[config.mk]
export PLATFORM = sky130hd
export DESIGN_NAME = pfb_datapath
export DESIGN_NICKNAME = d
export VERILOG_FILES = /design/src/include/pfb_pkg.sv /design/src/rtl/pfb_datapath.sv
export SDC_FILE = /design/constraint.sdc
export NUM_CORES = 1
export LEC_CHECK = 0
export BUFFER_PORTS_ARGS = -buffer_cell sky130_fd_sc_hd__buf_2
export CELL_PAD_IN_SITES_DETAIL_PLACEMENT = 1
export CELL_PAD_IN_SITES_GLOBAL_PLACEMENT = 2
export CORE_MARGIN = 5
export CORE_UTILIZATION = 33
export CTS_CLUSTER_DIAMETER = 30
export DETAILED_ROUTE_END_ITERATION = 8
export PLACE_DENSITY = 0.84
export SETUP_SLACK_MARGIN = 0.02
export SYNTH_ARGS = -nofsm -noshare
export SYNTH_HDL_FRONTEND = slang
export SYNTH_SLANG_ARGS = --single-unit
[constraint.sdc]
create_clock -name clk -period 4.3 [get_ports clk]
set_input_delay 0 -clock clk [delete_from_list [all_inputs] [get_ports clk]]
set_output_delay 0 -clock clk [all_outputs]
set_load 0.02 [all_outputs]
[src/include/pfb_pkg.sv]
`default_nettype none
package pfb_pkg;
	// ----------------------------------------
	// Graphics mode control fields
	// ----------------------------------------
	localparam int WRITE_MODE_LSB = 0;
	localparam int RESERVED_BIT   = 2;
	localparam int READ_MODE_BIT  = 3;
	localparam logic [7:0] MODE_CTRL_RESET = 8'h00;
	localparam logic [7:0] MODE_CTRL_WMASK = 8'hFB;
	localparam logic [7:0] BYTE_RESET      = 8'h00;
	localparam logic [3:0] NIBBLE_RESET    = 4'h0;
	localparam logic [2:0] ROTATE_RESET    = 3'h0;
	localparam logic [1:0] PLANE_RESET     = 2'h0;

	typedef enum logic [1:0] {
		WM_DIRECT  = 2'b00,
		WM_LATCH   = 2'b01,
		WM_COLOR   = 2'b10,
		WM_SETMASK = 2'b11
	} pfb_wmode_e;

	// ----------------------------------------
	// Carriers
	// ----------------------------------------
	typedef struct packed {
		logic [7:0] p3;
		logic [7:0] p2;
		logic [7:0] p1;
		logic [7:0] p0;
	} pfb_planes_s;

	typedef struct packed {
		logic [3:0] setResetValue;
		logic [3:0] enableSetResetMask;
		logic [3:0] colorCompareValue;
		logic [2:0] dataRotateControl;
		logic [1:0] readPlaneSelector;
		logic [3:0] colorDontCareEnables;
		logic [7:0] pixelBitMask;
	} pfb_cfg_s;
endpackage
`default_nettype wire

[src/rtl/pfb_datapath.sv]
`timescale 1ns/1ps
`default_nettype none
// What this block does
// - Mode bit 3 selects plain plane read at 0, colour-compare read at 1.
// - Plain read returns the byte of the plane named by the selector.
// - Compare read checks every bit of enabled planes against compare bits.
// - A don't-care bit of 0 keeps that plane from ever causing a mismatch.
// - A result bit is 1 only where every included plane matches its bit.
// - Mode control bit 2 always reads back as zero.
// - Write mode 0 writes the rotated CPU byte into planes with enable set/reset 0.
// - Write mode 0 puts the set/reset bit in planes with enable set/reset 1.
// - Write mode 1 writes the four read latches back, ignoring CPU data.
// - Each read copies raw plane data to the latches, kept till next read.
// - Write mode 2 takes CPU data bits 3..0 as one colour bit per plane.
// - In write mode 2 a bit mask 0 position is written from the latches.
// - In write mode 2 a mask 1 position gets the plane's colour bit.
// - Write mode 3 masks set/reset values with CPU data AND the bit mask.
module pfb_datapath (
	// Clock, reset, enable
	input  wire logic                clk,
	input  wire logic                sys_rst,
	input  wire logic                clkEn,
	// Mode control register port
	input  wire logic                modeWrEn,
	input  wire logic [7:0]          modeWrData,
	output logic      [7:0]          modeRdData,
	// Other graphics settings
	input  wire pfb_pkg::pfb_cfg_s   cfg,
	// CPU side
	input  wire logic                cpuRd,
	input  wire logic                cpuWr,
	input  wire logic [7:0]          cpuWrData,
	output logic      [7:0]          cpuRdData,
	output logic                     cpuRdValid,
	// Plane side
	input  wire pfb_pkg::pfb_planes_s planeRdData,
	output pfb_pkg::pfb_planes_s     planeWrData,
	output logic                     planeWrEn
);
	// ----------------------------------------
	// Mode control register
	// ----------------------------------------
	logic [7:0] modeCtrl_q;
	always_ff @(posedge clk) begin
		if (sys_rst) begin
			modeCtrl_q <= pfb_pkg::MODE_CTRL_RESET;
		end else if (clkEn && modeWrEn) begin
			modeCtrl_q <= modeWrData & pfb_pkg::MODE_CTRL_WMASK;
		end
	end
	assign modeRdData = modeCtrl_q;

	logic readCompare;
	pfb_pkg::pfb_wmode_e wMode;
	assign readCompare = modeCtrl_q[pfb_pkg::READ_MODE_BIT];
	assign wMode = pfb_pkg::pfb_wmode_e'(
		modeCtrl_q[pfb_pkg::WRITE_MODE_LSB +: 2]);

	// ----------------------------------------
	// Read path and latches
	// ----------------------------------------
	logic [3:0][7:0] rdPlanes;
	logic [3:0][7:0] latch_q;
	logic [7:0]      cmpResult;
	logic [7:0]      plainResult;
	assign rdPlanes = planeRdData;

	always_ff @(posedge clk) begin
		if (sys_rst) begin
			latch_q <= '0;
		end else if (clkEn && cpuRd) begin
			latch_q <= rdPlanes;
		end
	end

	assign plainResult = rdPlanes[cfg.readPlaneSelector];

	genvar b;
	generate
		for (b = 0; b < 8; b++) begin : gCmp
			logic [3:0] miss;
			for (genvar p = 0; p < 4; p++) begin : gPl
				assign miss[p] = cfg.colorDontCareEnables[p] &&
					(rdPlanes[p][b] != cfg.colorCompareValue[p]);
			end
			assign cmpResult[b] = ~|miss;
		end
	endgenerate

	always_ff @(posedge clk) begin
		if (sys_rst) begin
			cpuRdData  <= pfb_pkg::BYTE_RESET;
			cpuRdValid <= 1'b0;
		end else if (clkEn) begin
			cpuRdValid <= cpuRd;
			if (cpuRd) begin
				cpuRdData <= readCompare ? cmpResult : plainResult;
			end
		end
	end

	// ----------------------------------------
	// Write path
	// ----------------------------------------
	logic [7:0]      rotated;
	logic [7:0]      m3Mask;
	logic [3:0][7:0] wrNext;
	logic [15:0]     dbl;
	assign dbl     = {cpuWrData, cpuWrData};
	assign rotated = dbl[cfg.dataRotateControl +: 8];
	assign m3Mask  = cpuWrData & cfg.pixelBitMask;

	generate
		for (genvar p = 0; p < 4; p++) begin : gWr
			logic [7:0] srByte;
			logic [7:0] colByte;
			logic [7:0] wrByte;
			assign srByte  = {8{cfg.setResetValue[p]}};
			assign colByte = {8{cpuWrData[p]}};
			always_comb begin
				case (wMode)
					pfb_pkg::WM_DIRECT:
						wrByte = cfg.enableSetResetMask[p] ?
							srByte : rotated;
					pfb_pkg::WM_LATCH:
						wrByte = latch_q[p];
					pfb_pkg::WM_COLOR:
						wrByte = (colByte & cfg.pixelBitMask) |
							(latch_q[p] & ~cfg.pixelBitMask);
					pfb_pkg::WM_SETMASK:
						wrByte = (srByte & m3Mask) |
							(latch_q[p] & ~m3Mask);
					default:
						wrByte = latch_q[p];
				endcase
			end
			// One continuous driver per plane slice
			assign wrNext[p] = wrByte;
		end
	endgenerate

	always_ff @(posedge clk) begin
		if (sys_rst) begin
			planeWrData <= '0;
			planeWrEn   <= 1'b0;
		end else if (clkEn) begin
			planeWrEn <= cpuWr;
			if (cpuWr) begin
				planeWrData <= wrNext;
			end
		end
	end

	// ----------------------------------------
	// Checks
	// ----------------------------------------
	a_reserved_zero: assert property (@(posedge clk) disable iff (sys_rst)
		modeRdData[pfb_pkg::RESERVED_BIT] == 1'b0)
		else $error("reserved mode bit reads nonzero");
	a_plain_read: assert property (@(posedge clk) disable iff (sys_rst)
		(clkEn && cpuRd && !readCompare) |=> cpuRdData == $past(plainResult))
		else $error("plain read data wrong");
	a_compare_read: assert property (@(posedge clk) disable iff (sys_rst)
		(clkEn && cpuRd && readCompare) |=> cpuRdData == $past(cmpResult))
		else $error("compare read data wrong");
	a_dontcare_all: assert property (@(posedge clk) disable iff (sys_rst)
		(clkEn && cpuRd && readCompare && cfg.colorDontCareEnables == 4'h0)
		|=> cpuRdData == 8'hFF)
		else $error("no plane included yet mismatch");
	a_latch_load: assert property (@(posedge clk) disable iff (sys_rst)
		(clkEn && cpuRd) |=> latch_q == $past(rdPlanes))
		else $error("latches not loaded on read");
	a_latch_hold: assert property (@(posedge clk) disable iff (sys_rst)
		!cpuRd |=> $stable(latch_q))
		else $error("latches changed without read");
	a_mode1_latch: assert property (@(posedge clk) disable iff (sys_rst)
		(clkEn && cpuWr && wMode == pfb_pkg::WM_LATCH)
		|=> planeWrData == $past(latch_q) && planeWrEn)
		else $error("mode 1 did not write latches");
	a_mode0_plain: assert property (@(posedge clk) disable iff (sys_rst)
		(clkEn && cpuWr && wMode == pfb_pkg::WM_DIRECT &&
		cfg.enableSetResetMask == 4'h0 && cfg.dataRotateControl == 3'h0)
		|=> planeWrData == {4{$past(cpuWrData)}})
		else $error("mode 0 data wrong");
	a_mode2_full: assert property (@(posedge clk) disable iff (sys_rst)
		(clkEn && cpuWr && wMode == pfb_pkg::WM_COLOR &&
		cfg.pixelBitMask == 8'hFF)
		|=> planeWrData.p0 == {8{$past(cpuWrData[0])}})
		else $error("mode 2 colour wrong");
	a_mode3_nomask: assert property (@(posedge clk) disable iff (sys_rst)
		(clkEn && cpuWr && wMode == pfb_pkg::WM_SETMASK &&
		(cpuWrData & cfg.pixelBitMask) == 8'h00)
		|=> planeWrData == $past(latch_q))
		else $error("mode 3 masked bits not from latches");
	a_latch_freeze: assert property (@(posedge clk) disable iff (sys_rst)
		!clkEn |=> $stable(latch_q) && $stable(modeCtrl_q))
		else $error("state moved while clock enable low");
	a_rdvalid_pulse: assert property (@(posedge clk) disable iff (sys_rst)
		clkEn |=> cpuRdValid == $past(cpuRd))
		else $error("read valid not one cycle after read");
	a_wren_pulse: assert property (@(posedge clk) disable iff (sys_rst)
		clkEn |=> planeWrEn == $past(cpuWr))
		else $error("plane write enable not one cycle after write");
	a_plane0_read: assert property (@(posedge clk) disable iff (sys_rst)
		(clkEn && cpuRd && !readCompare && cfg.readPlaneSelector == 2'h0)
		|=> cpuRdData == $past(planeRdData.p0))
		else $error("plane 0 read data wrong");
	a_mode0_rotate: assert property (@(posedge clk) disable iff (sys_rst)
		(clkEn && cpuWr && wMode == pfb_pkg::WM_DIRECT &&
		!cfg.enableSetResetMask[1] && cfg.dataRotateControl == 3'h1)
		|=> planeWrData.p1 == {$past(cpuWrData[0]), $past(cpuWrData[7:1])})
		else $error("mode 0 rotate by one wrong");
	a_mode0_setreset: assert property (@(posedge clk) disable iff (sys_rst)
		(clkEn && cpuWr && wMode == pfb_pkg::WM_DIRECT &&
		cfg.enableSetResetMask[0])
		|=> planeWrData.p0 == {8{$past(cfg.setResetValue[0])}})
		else $error("mode 0 set/reset value wrong");
	a_mode2_nomask: assert property (@(posedge clk) disable iff (sys_rst)
		(clkEn && cpuWr && wMode == pfb_pkg::WM_COLOR &&
		cfg.pixelBitMask == 8'h00)
		|=> planeWrData == $past(latch_q))
		else $error("mode 2 masked bits not from latches");
	a_mode3_full: assert property (@(posedge clk) disable iff (sys_rst)
		(clkEn && cpuWr && wMode == pfb_pkg::WM_SETMASK &&
		(cpuWrData & cfg.pixelBitMask) == 8'hFF)
		|=> planeWrData.p1 == {8{$past(cfg.setResetValue[1])}})
		else $error("mode 3 set/reset value wrong");
endmodule
`default_nettype wire

==> qor.txt, run 1 <==
DETAILED ROUTING
---------------------------------------------------------------------------
Wirelength per Cell                                                 21.3 um
Via density per instance                                               5.70
Total number of vias                                                  5,577
Number of iterations in the first detailed-routing pass                   5
ANT nets after route                                                      0
Detailed router's first-iteration violation count                       538
DRC errors left                                                           0
WL final                                                          20,800 um

GRT
---------------------------------------------------------------------------
Met1 track demand over resource in global routing                     30.3%
First-pass GRT wire length                                        32,400 um
Met2 track utilization from global routing                            37.2%
Initial antenna violation count                                           1
Number of global-route vias before repair                             5,755
Maximum number of pins on one net before global-route repair             53
Met3 track utilization from global routing                            4.92%
GRT Util Overall                                                      22.9%
Global routing's busiest layer                                         met2
Remaining Overflow, GRT                                                   0

CLOCK NETWORK
---------------------------------------------------------------------------
Number of setup buffers added after CTS                                   0
Clock tree from TritonCTS                                              done
Max H-tree Level                                                          3
CTS clk-pin slew, worst paths                                         70 ps
Clock sink count                                                         81
Maximum count of clock buffers along a single path                        2
Clock Latency Late Sink                                              350 ps
Post-CTS Resized                                                          0
Clock root buffer                                                 clkbuf_16
Number of buffers inserted during clock tree synthesis                    9

YOSYS
---------------------------------------------------------------------------
Number of synthesized flops with an enable pin                            0
Share of synthesized area occupied by flip-flops and latches          31.7%
Top FF cell, synth                                                  dfxtp_1
Synthesized net count                                                   734
Warnings from Yosys                                                       0
Post-synthesis area per instance                                 7.86 sq um
Instance count of the mapped netlist                                    651
Synth async-reset ratio                                                  0%
Post-synthesis instance area                                     5120 sq um
Yosys cell types                                                         42
Number of synthesized register bits                                      81

CRITICAL PATH
---------------------------------------------------------------------------
Arr. time, crit path                                                2540 ps
Type of the setup path with the least slack                      reg -> reg
Flop2flop setup slack                                               1990 ps
Required @ worst endpoint                                           4530 ps
Crit path capture                                              planeWrData[20]
Crit Path Max Fanout                                                     50
Critical path origin                                           modeRdData[0]
Critical register-to-register path endpoint                    planeWrData[20]
Type of element launching the critical path                        register
Worst Setup End Kind                                               register
Critical register-to-register path startpoint                  modeRdData[0]
Worst r2r path cells                                                      5

FLOORPLAN
---------------------------------------------------------------------------
Die outline area                                               18,100 sq um
Starting Density                                                      33.7%
Floorplan die height                                                 135 um
Io pins                                                                 133
Site row count                                                           45
Die extent in x                                                      135 um
CORE AREA                                                      15,200 sq um

CELLS AND AREA
---------------------------------------------------------------------------
Register cell area after layout                                  1620 sq um
Post-route core utilization                                           43.4%
Number of nets in the finished design                                   869
Footprint of the multi-input gates                               3230 sq um
Post-layout instance count excluding filler cells                       979
Total non-filler cell area in the finished layout                6600 sq um
Share of post-route cells with drive strength above 1                 22.4%
Fill cell instance count of the final layout                          1,878
Syn-to-layout area delta                                              28.9%

PLACE
---------------------------------------------------------------------------
Final Wtd Congestion                                                  0.892
Area post-placement                                              5780 sq um
Number of cells after detailed placement                                916
Count of buffers inserted at the top-level ports                        130
Half-perimeter wire length after placement                        14,600 um

JOB
---------------------------------------------------------------------------
Count of max-cap constraint violations                                    0

STA
---------------------------------------------------------------------------
Min Tclk post-route                                                 2310 ps
Final cycle utilization of the critical path                          53.6%
Final Hold Viols                                                          0
Count of endpoints failing setup in the final report                      0
Upper clock frequency limit                                         434 MHz
Total Neg Setup Slack                                                  0 ps
Setup repair after global routing missed its margin                      no
Number of max-slew violations in the final report                         0
Worst slew slack as a fraction of its limit                           27.1%
Post-Route Skew                                                     5.85 ps
Measured slew at the worst slew-check pin                           1090 ps
Tightest hold margin                                                 100 ps

POWER
---------------------------------------------------------------------------
Peak supply drop                                                 0.000205 V
Areal power density over the cells                              340 nW/um^2
LEAKAGE                                                             2.58 nW

HOLD PATH
---------------------------------------------------------------------------
Class of the tightest hold or removal check                       in -> reg

OUTCOME
---------------------------------------------------------------------------
Result of the run                                              finished, final reports clean

[worst max-delay path: stages, from the launching register on]
cell	delay, ps
dfxtp_1	320
buf_4	280
or2_2	390
a21oi_1	820
and2_1	260
o31ai_1	90
[synth_stat cells (17+ instances only)]
cell type  count  area (sq um)
nand3_1       22           110
clkbuf_1      39           146
nand2_1      147           552
and2_1        30           188
a21oi_1       67           335
a22oi_1       30           225
dfxtp_1       81          1620
o31ai_1       28           210
o21ai_0       30           150
nand3b_1      19           143
xor2_1        32           280
a31oi_1       17           106
[registers in the layout, indices dropped and copies added (netlist names)]
register	count
cpuRdData	8
latch_q	32
modeRdData	7
planeWrEn	1
planeWrData	32
cpuRdValid	1
[timing repair]
item / CTS / global route
endpoints found under the setup margin: 0 / 0
hold endpoints to repair: 40 / 0
hold buffers: 47 / 0
[layout make-up]
cell class                 count  share of cell area [%]
sequential                    81                    24.6
tap                          188                    3.57
clock inverter                 5                    1.57
inverter                       5                   0.285
timing repair buffer         180                    17.3
antenna                        1                  0.0379
clock buffer                  10                    3.62
multi-input combinational    509                    49.0
[report_power, final]
group	internal, W	switching [W]
Clock	0.000580	0.000335
Combinational	0.000201	0.000303
Sequential	0.000794	0.0000325
Total	0.00158	0.000670
[logic make-up after synthesis]
family	Yosys count	synth area share, %
other	1	0.0733
XOR/XNOR	32	5.48
multiplexers	25	9.05
AND/OR/NAND/NOR	244	22.5
buffers and inverters	61	5.36
AO/OA/AOI/OAI	207	25.9
flip-flops	81	31.7
[placed cells by master (no fill, tap or decap), types with 17 or more instances in the layout]
master         count
nand2_1          147
a31oi_1           17
xor2_1            32
nand3b_1          19
and2_1            30
o21ai_0           30
a21oi_1           66
nand3_1           22
o31ai_1           28
dfxtp_1           81
a22oi_1           30
dlygate4sd3_1     47
buf_2            130
[worst min-delay path by stage]
stage | start | to | cells past startpoint
2_1_floorplan | planeRdData[0] | latch_q[0] | 2
3_3_place_gp | modeWrData[7] | modeRdData[7] | 3
3_5_place_dp | modeWrData[7] | modeRdData[7] | 3
4_1_cts | cfg[8] | cpuRdData[0] | 4
5_1_grt | cfg[8] | cpuRdData[5] | 4
6_report | cfg[8] | cpuRdData[0] | 4
[through the flow]
stage / worst slack, ps / total power, W
6_report: 1990 / 0.00225
4_1_cts: 2000 / 0.00226
3_5_place_dp: 2030 / 0.00131
3_3_place_gp: 2060 / 0.00129
5_1_grt: 1890 / 0.00234
2_1_floorplan: 2750 / 0.00113
[metal layers]
| metal | vias up | part of all wire [%] |
|---|---|---|
| met3 | 36 | 6.6 |
| met4 | 0 | 2.6 |
| met5 | - | 0 |
| li1 | 2607 | - |
| met1 | 2726 | 45 |
| met2 | 208 | 46 |
Power figures use the tool's default switching activity.
==> run 2, diff against run 1 <==
Settings changed: ABC_AREA set to 1, CORE_UTILIZATION 33 to 27, PLACE_DENSITY 0.84 to 0.77.
Clock period 4.3 ns to 2.35 ns, I/O delays scaled along.
==> run 2 against run 1 <==
Critical endpoint is now planeWrData[28]. Worst hold slack worse by 99 ps. Combinational power is 110% higher. Maximum frequency increased by 19%. Largest cell class unchanged.
==> qor.txt, run 2 <==
CRITICAL PATH
---------------------------------------------------------------------------
Required @ worst endpoint                                           2630 ps   -1900 ps
Flop2flop setup slack                                                410 ps   -1580 ps
Worst Setup End Kind                                               register
Type of element launching the critical path                        register
Critical path's slowest cell                                        dfxtp_1
Crit Path Max Fanout                                                     12   -76%
Worst r2r path cells                                                      8   +3
Delay of the slowest cell on the worst path                          510 ps   -310 ps
Critical-path cell list                                        buf_4, o21ai_0, o21ai_0, nand3_1, nand2_1, inv_1, nand2_1, a21oi_1
Type of the setup path with the least slack                      reg -> reg
Arr. time, crit path                                                2220 ps   -320 ps

FLOORPLAN
---------------------------------------------------------------------------
Starting Density                                                      27.4%   -6.3 points
Die outline area                                               23,400 sq um   +29%
Floorplan die height                                                 153 um   +14%
Io pins                                                                 133   unchanged
Die extent in x                                                      153 um   +14%
Site row count                                                           52   +16%
CORE AREA                                                      20,200 sq um   +33%

STA
---------------------------------------------------------------------------
Min Tclk post-route                                                 1940 ps   -366 ps
Final Hold Viols                                                          0   unchanged
Number of max-slew violations in the final report                         0   unchanged
Setup repair after global routing missed its margin                      no
Count of endpoints failing setup in the final report                      0   unchanged
Post-Route Skew                                                     6.06 ps   +0.204 ps
Worst slew slack as a fraction of its limit                           55.3%   +28 points
Final cycle utilization of the critical path                          82.5%   +29 points
Measured slew at the worst slew-check pin                            670 ps   -423 ps
Upper clock frequency limit                                         516 MHz   +19%
Total Neg Setup Slack                                                  0 ps   unchanged

GRT
---------------------------------------------------------------------------
Number of global-route vias before repair                             6,441   +12%
Initial antenna violation count                                           1   unchanged
GRT Util Overall                                                      18.8%   -4.1 points
Maximum number of pins on one net before global-route repair             48   -9.4%
Remaining Overflow, GRT                                                   0   unchanged
First-pass GRT wire length                                        35,600 um   +10%

PLACE
---------------------------------------------------------------------------
Half-perimeter wire length after placement                        17,200 um   +18%
Count of buffers inserted at the top-level ports                        130   unchanged
Final Wtd Congestion                                                  0.836   -6.3%

DETAILED ROUTING
---------------------------------------------------------------------------
Met1 Routed Length                                                10,700 um   +15%
Sum of met3 wire segment lengths after detailed routing             1030 um   -26%
Met2 wirelength from detailed routing                             10,200 um   +6.2%
Top routing layer in use                                               met5
Wirelength per Cell                                                 16.4 um   -23%
DRC errors left                                                           0   unchanged
Detailed router's first-iteration violation count                       238   -56%
Total number of vias                                                  6,553   +18%
Via density per instance                                               4.81   -15%
ANT nets after route                                                      0   unchanged
Number of iterations in the first detailed-routing pass                   5   unchanged
WL final                                                          22,300 um   +7.1%

CELLS AND AREA
---------------------------------------------------------------------------
Post-route core utilization                                           34.2%   -9.2 points
Ant. Diodes                                                               0   -1
Number of nets in the finished design                                 1,169   +35%
Most common cell after layout, fill and taps aside                  nand2_1
Share of post-route cells with drive strength above 1                 16.0%   -6.4 points
Syn-to-layout area delta                                              25.0%
Largest registers in the final layout                          latch_q x32, planeWrData x32, cpuRdData x8
Commonest non-fill, non-tap cells in the layout                315 x nand2_1, 136 x nand3_1, 130 x buf_2, 101 x a21oi_1, 81 x dfxtp_1

YOSYS
---------------------------------------------------------------------------
Synthesized net count                                                 1,044   +42%
Top FF cell, synth                                                  dfxtp_1
Number of synthesized flops with an enable pin                            0   unchanged
Synth async-reset ratio                                                  0%   unchanged
Warnings from Yosys                                                       0   unchanged
Yosys top cell by area                                              dfxtp_1
Instance count of the mapped netlist                                    961   +48%
Post-synthesis instance area                                     5520 sq um   +7.9%
Share of synthesized area occupied by flip-flops and latches          29.4%   -2.3 points
Most repeated cell in the gate-level netlist after synthesis        nand2_1
Ranking of synthesized cells by instance count                 315 x nand2_1, 136 x nand3_1, 101 x a21oi_1, 81 x dfxtp_1, 79 x o21ai_0
Post-synthesis area per instance                                 5.74 sq um   -27%
Cell types occupying the most area after synthesis             dfxtp_1 29%, nand2_1 21%, nand3_1 12%
Number of synthesized register bits                                      81   unchanged
Yosys cell types                                                         29   -31%
Yosys top cell area share                                             29.4%   -2.3 points

CLOCK NETWORK
---------------------------------------------------------------------------
CTS clk-pin slew, worst paths                                         60 ps   about the same
Post-CTS Resized                                                          0   unchanged
Max H-tree Level                                                          3   unchanged
Clock root buffer                                                 clkbuf_16
Maximum count of clock buffers along a single path                        2   unchanged
Number of buffers inserted during clock tree synthesis                    9   unchanged
Clock tree from TritonCTS                                              done
Clock Latency Late Sink                                              350 ps   about the same
Clock sink count                                                         81   unchanged

OUTCOME
---------------------------------------------------------------------------
Result of the run                                              finished, final reports clean

POWER
---------------------------------------------------------------------------
LEAKAGE                                                             3.33 nW   +29%
Areal power density over the cells                              600 nW/um^2   +76%
Peak supply drop                                                 0.000364 V   +77%

HOLD PATH
---------------------------------------------------------------------------
Class of the tightest hold or removal check                       in -> reg
Worst Hold Depth                                                          3   -1

JOB
---------------------------------------------------------------------------
Count of max-cap constraint violations                                    0   unchanged

[run 2: changes by cell type in the layout (fill, tap and decap cells not counted), sizes merged, moves of 22 or more]
cell,previous run,this run
a22oi,30,0
a21oi,67,101
nand3,22,136
inv,5,84
nor2,7,61
and2,33,0
o21ai,31,100
xor2,32,1
o31ai,28,0
dlygate4sd3,47,25
nand2,147,316
[run 2: cell type report]
class	instances	area, sq um
tap	270	338
sequential	81	1620
timing repair buffer	164	968
clock inverter	2	60.1
fill	2735	13300
inverter	91	342
clock buffer	14	264
multi-input combinational	739	3310
[run 2: logic make-up after synthesis]
family | after synthesis | synth area share, %
other | 1 | 0.0679
DFF | 81 | 29.4
AOI/OAI and AO/OA | 205 | 19.2
and+or+nand+nor | 530 | 40.2
buffers and inverters | 141 | 10.7
xor gates and xnor gates | 3 | 0.476
[run 2: metal layers]
layer	up-vias	track usage, %
met5	-	0
met4	2	5.05
met3	28	3.34
met2	170	31.1
met1	2983	25.5
li1	3370	-
[run 2: critical path: cells and delay by family (launching register included)]
kind	cells	cell delay, ps
simple gates	3	320
buf+inv	2	370
compound gates	3	650
flops	1	510
[run 2: timing repair]
item	CTS	global route
setup buffers	0	0
hold buffers	25	0
hold endpoints to repair	26	0
[run 2: stage by stage]
step	setup slack, ps	total power, W	cells	instance area (sq um)	hold WS, ps
finish	411	0.00414	1361	6900	1.58
detailed placement	479	0.00258	1320	6330	264
global route	288	0.00438	1361	6900	33.6
floorplan	884	0.00220	961	5520	128
CTS	473	0.00420	1361	6900	0.374
global placement	460	0.00257	1320	6330	251
[run 2: path summary, 6_finish.rpt]
path	startpoint	to
max reg2reg	modeRdData[0]	planeWrData[28]
min reg2reg	planeWrData[16]	planeWrData[16]
max	modeRdData[0]	planeWrData[28]
min	planeRdData[25]	latch_q[25]
[run 2: power by group]
part           total [W]  internal, W  switching (W)
sequential       0.00152      0.00146      0.0000559
clock            0.00156     0.000991       0.000571
combinational    0.00106     0.000351       0.000707
==> run 3, diff against run 2 <==
Settings changed: CORE_UTILIZATION 27 to 25, PLACE_DENSITY 0.77 to 0.75.
Clock period 2.35 ns to 1.6 ns, I/O delays scaled along.
==> run 3 against run 2 <==
Clock skew rose by 3.1 ps. Worst hold slack improved by 13 ps. Count of clock-buffer cells in the layout fell by 4. Global-route usage fell by 0.86 points. Critical path type unchanged. Die area rose by 7.5%. Utilization fell by 1.8 points. Sequential share of layout area fell by 0.47 points. Critical endpoint is now planeWrData[6]. Clock power rose by 44%.
==> qor.txt, run 3 (synthesis gave the netlist of run 2 again) <==
CLOCK NETWORK
---------------------------------------------------------------------------
Clock sink count                                                         81   unchanged
Number of buffers inserted during clock tree synthesis                    9   unchanged
Maximum count of clock buffers along a single path                        2   unchanged
Clock Latency Late Sink                                              350 ps   about the same
Clock tree from TritonCTS                                              done
CTS clk-pin slew, worst paths                                         60 ps   about the same
Max H-tree Level                                                          3   unchanged
Clock root buffer                                                 clkbuf_16

CELLS AND AREA
---------------------------------------------------------------------------
Share of post-route cells with drive strength above 1                 17.6%   +1.6 points
Largest registers in the final layout                          latch_q x32, planeWrData x32, cpuRdData x8
Ant. Diodes                                                               0   unchanged
Commonest non-fill, non-tap cells in the layout                315 x nand2_1, 136 x nand3_1, 130 x buf_2, 101 x a21oi_1, 79 x dfxtp_1
Syn-to-layout area delta                                              27.8%
Number of nets in the finished design                                 1,180   +0.94%
Most common cell after layout, fill and taps aside                  nand2_1
Fill cell instance count of the final layout                          2,939   +7.5%

STA
---------------------------------------------------------------------------
Setup repair after global routing missed its margin                      no
Tightest hold margin                                                14.9 ps   +13.3 ps
Upper clock frequency limit                                         673 MHz   +31%
Slack of the critical path                                           114 ps   -297 ps
Post-Route Skew                                                     9.20 ps   +3.14 ps
Count of endpoints failing setup in the final report                      0   unchanged
Final Hold Viols                                                          0   unchanged
Min Tclk post-route                                                 1490 ps   -453 ps
Number of max-slew violations in the final report                         0   unchanged
Final cycle utilization of the critical path                          92.9%   +10 points

FLOORPLAN
---------------------------------------------------------------------------
Floorplan die height                                                 159 um   +3.7%
CORE AREA                                                      21,800 sq um   +7.9%
Die outline area                                               25,200 sq um   +7.5%
Io pins                                                                 133   unchanged
Die extent in x                                                      159 um   +3.7%
Site row count                                                           54   +3.8%
Starting Density                                                      25.4%   -2.0 points

DETAILED ROUTING
---------------------------------------------------------------------------
DRC errors left                                                           0   unchanged
ANT nets after route                                                      0   unchanged
Wirelength per Cell                                                 16.4 um   +0.17%
Number of iterations in the first detailed-routing pass                   4   -1
Detailed router's first-iteration violation count                       309   +30%
Via density per instance                                               4.67   -3.0%
WL final                                                          22,700 um   +1.7%
Total number of vias                                                  6,452   -1.5%

GRT
---------------------------------------------------------------------------
Maximum number of pins on one net before global-route repair             48   unchanged
Initial antenna violation count                                           0   -1
First-pass GRT wire length                                        35,600 um   about the same
Remaining Overflow, GRT                                                   0   unchanged
GRT Util Overall                                                      18.0%   -0.86 points
Number of global-route vias before repair                             6,510   +1.1%

POWER
---------------------------------------------------------------------------
Comb power frac                                                       26.3%   +0.7 points
Internal                                                          0.00408 W   +45%
Switching part of the total power                                     33.0%   +0.80 points
Sw Pwr                                                            0.00201 W   +51%
LEAKAGE                                                             3.40 nW   +2.2%
Total power after layout                                          0.00609 W   +47%
Peak supply drop                                                 0.000417 V   +15%
Proportion of power drawn by flip-flops and latches                   36.7%   about the same
Areal power density over the cells                              863 nW/um^2   +44%
Clock power share                                                     37.0%   -0.7 points

PLACE
---------------------------------------------------------------------------
Worst slack at placement                                            7.93 ps   -471 ps
Count of buffers inserted at the top-level ports                        130   unchanged
Final Wtd Congestion                                                  0.904   +8.2%
Half-perimeter wire length after placement                        18,300 um   +6.0%

CRITICAL PATH
---------------------------------------------------------------------------
Type of element launching the critical path                        register
Flop2flop setup slack                                                110 ps   -300 ps
Required @ worst endpoint                                           1880 ps   -750 ps
Worst Setup End Kind                                               register
Critical-path cell list                                        buf_12, nand2_4, buf_4, a21oi_1, nor2_1, nor2_1, nand2_1, a21oi_1
Delay of the slowest cell on the worst path                          400 ps   -110 ps
Critical path's slowest cell                                        dfxtp_2
Type of the setup path with the least slack                      reg -> reg
Crit Path Max Fanout                                                     13   +1
Arr. time, crit path                                                1760 ps   -460 ps

JOB
---------------------------------------------------------------------------
Count of max-cap constraint violations                                    0   unchanged

HOLD PATH
---------------------------------------------------------------------------
Class of the tightest hold or removal check                       in -> reg

OUTCOME
---------------------------------------------------------------------------
Result of the run                                              finished, final reports clean

## run 3: changes by cell type in the layout (fill, tap and decap cells not counted), sizes merged
cell	before	now
buf	139	153
clkbuf	14	10
clkinv	7	9
clkinvlp	0	1
dlygate4sd3	25	22
inv	84	85
## run 3: path summary, 6_finish.rpt
path | end | startpoint | cells past startpoint
min reg2reg | planeWrData[11] | planeWrData[11] | 2
max | planeWrData[6] | modeRdData[0] | 8
max reg2reg | planeWrData[6] | modeRdData[0] | 8
min | latch_q[11] | planeRdData[11] | 3
## run 3: worst max-delay path, delay by kind of cell (launching register included)
| family | cells | cell delay [ps] |
|---|---|---|
| flip-flops | 1 | 400 |
| buffers and inverters | 2 | 320 |
| AO/OA/AOI/OAI | 2 | 360 |
| AND/OR/NAND/NOR | 4 | 320 |
## run 3: repair_timing
action / in CTS / in global routing
resized for setup: 1 / 4
hold endpoints to repair: 23 / 0
setup endpoints to repair: 3 / 24
buffers inserted: 0 / 0
pin swaps: 0 / 0
hold buffers: 22 / 0
## run 3: layout make-up
class	instances	area [sq um]	area share, %
well taps	280	350	4.97
clock buffers	10	229	3.25
repair buffers	175	1110	15.7
clock inverters	6	90.1	1.28
multi-input cells	739	3310	47.0
flip-flops and latches	81	1620	23.0
inverters	91	342	4.84
## run 3: metal layers
layer | vias to the layer above | share of wire, % | global-route usage [%] | wire, um
li1 | 3388 | - | - | -
met1 | 2903 | 49 | 24.4 | 11000
met2 | 139 | 46 | 30.1 | 10400
met3 | 22 | 4.4 | 3.07 | 1000
met4 | 0 | 1.2 | 3.61 | 279
met5 | - | 0 | 0 | 0
## run 3: power groups by stage
stage | Combinational [W] | Clock (W) | Sequential, W
final | 0.00160 | 0.00225 | 0.00223
after floorplan | 0.000882 | 0 | 0.00235
after global placement | 0.00156 | 0 | 0.00228
after detailed placement | 0.00157 | 0 | 0.00228
after CTS | 0.00162 | 0.00232 | 0.00223
after global routing | 0.00180 | 0.00239 | 0.00225
## run 3: stage by stage
stage	area, sq um	setup TNS (ps)	cells	util [%]
after floorplan	5520	0	961	-
after global placement	6510	-18.2	1344	29.9
after detailed placement	6510	0	1344	29.9
after CTS	7050	0	1382	32.4
after global routing	7050	0	1382	32.4
final	7050	0	1382	32.4
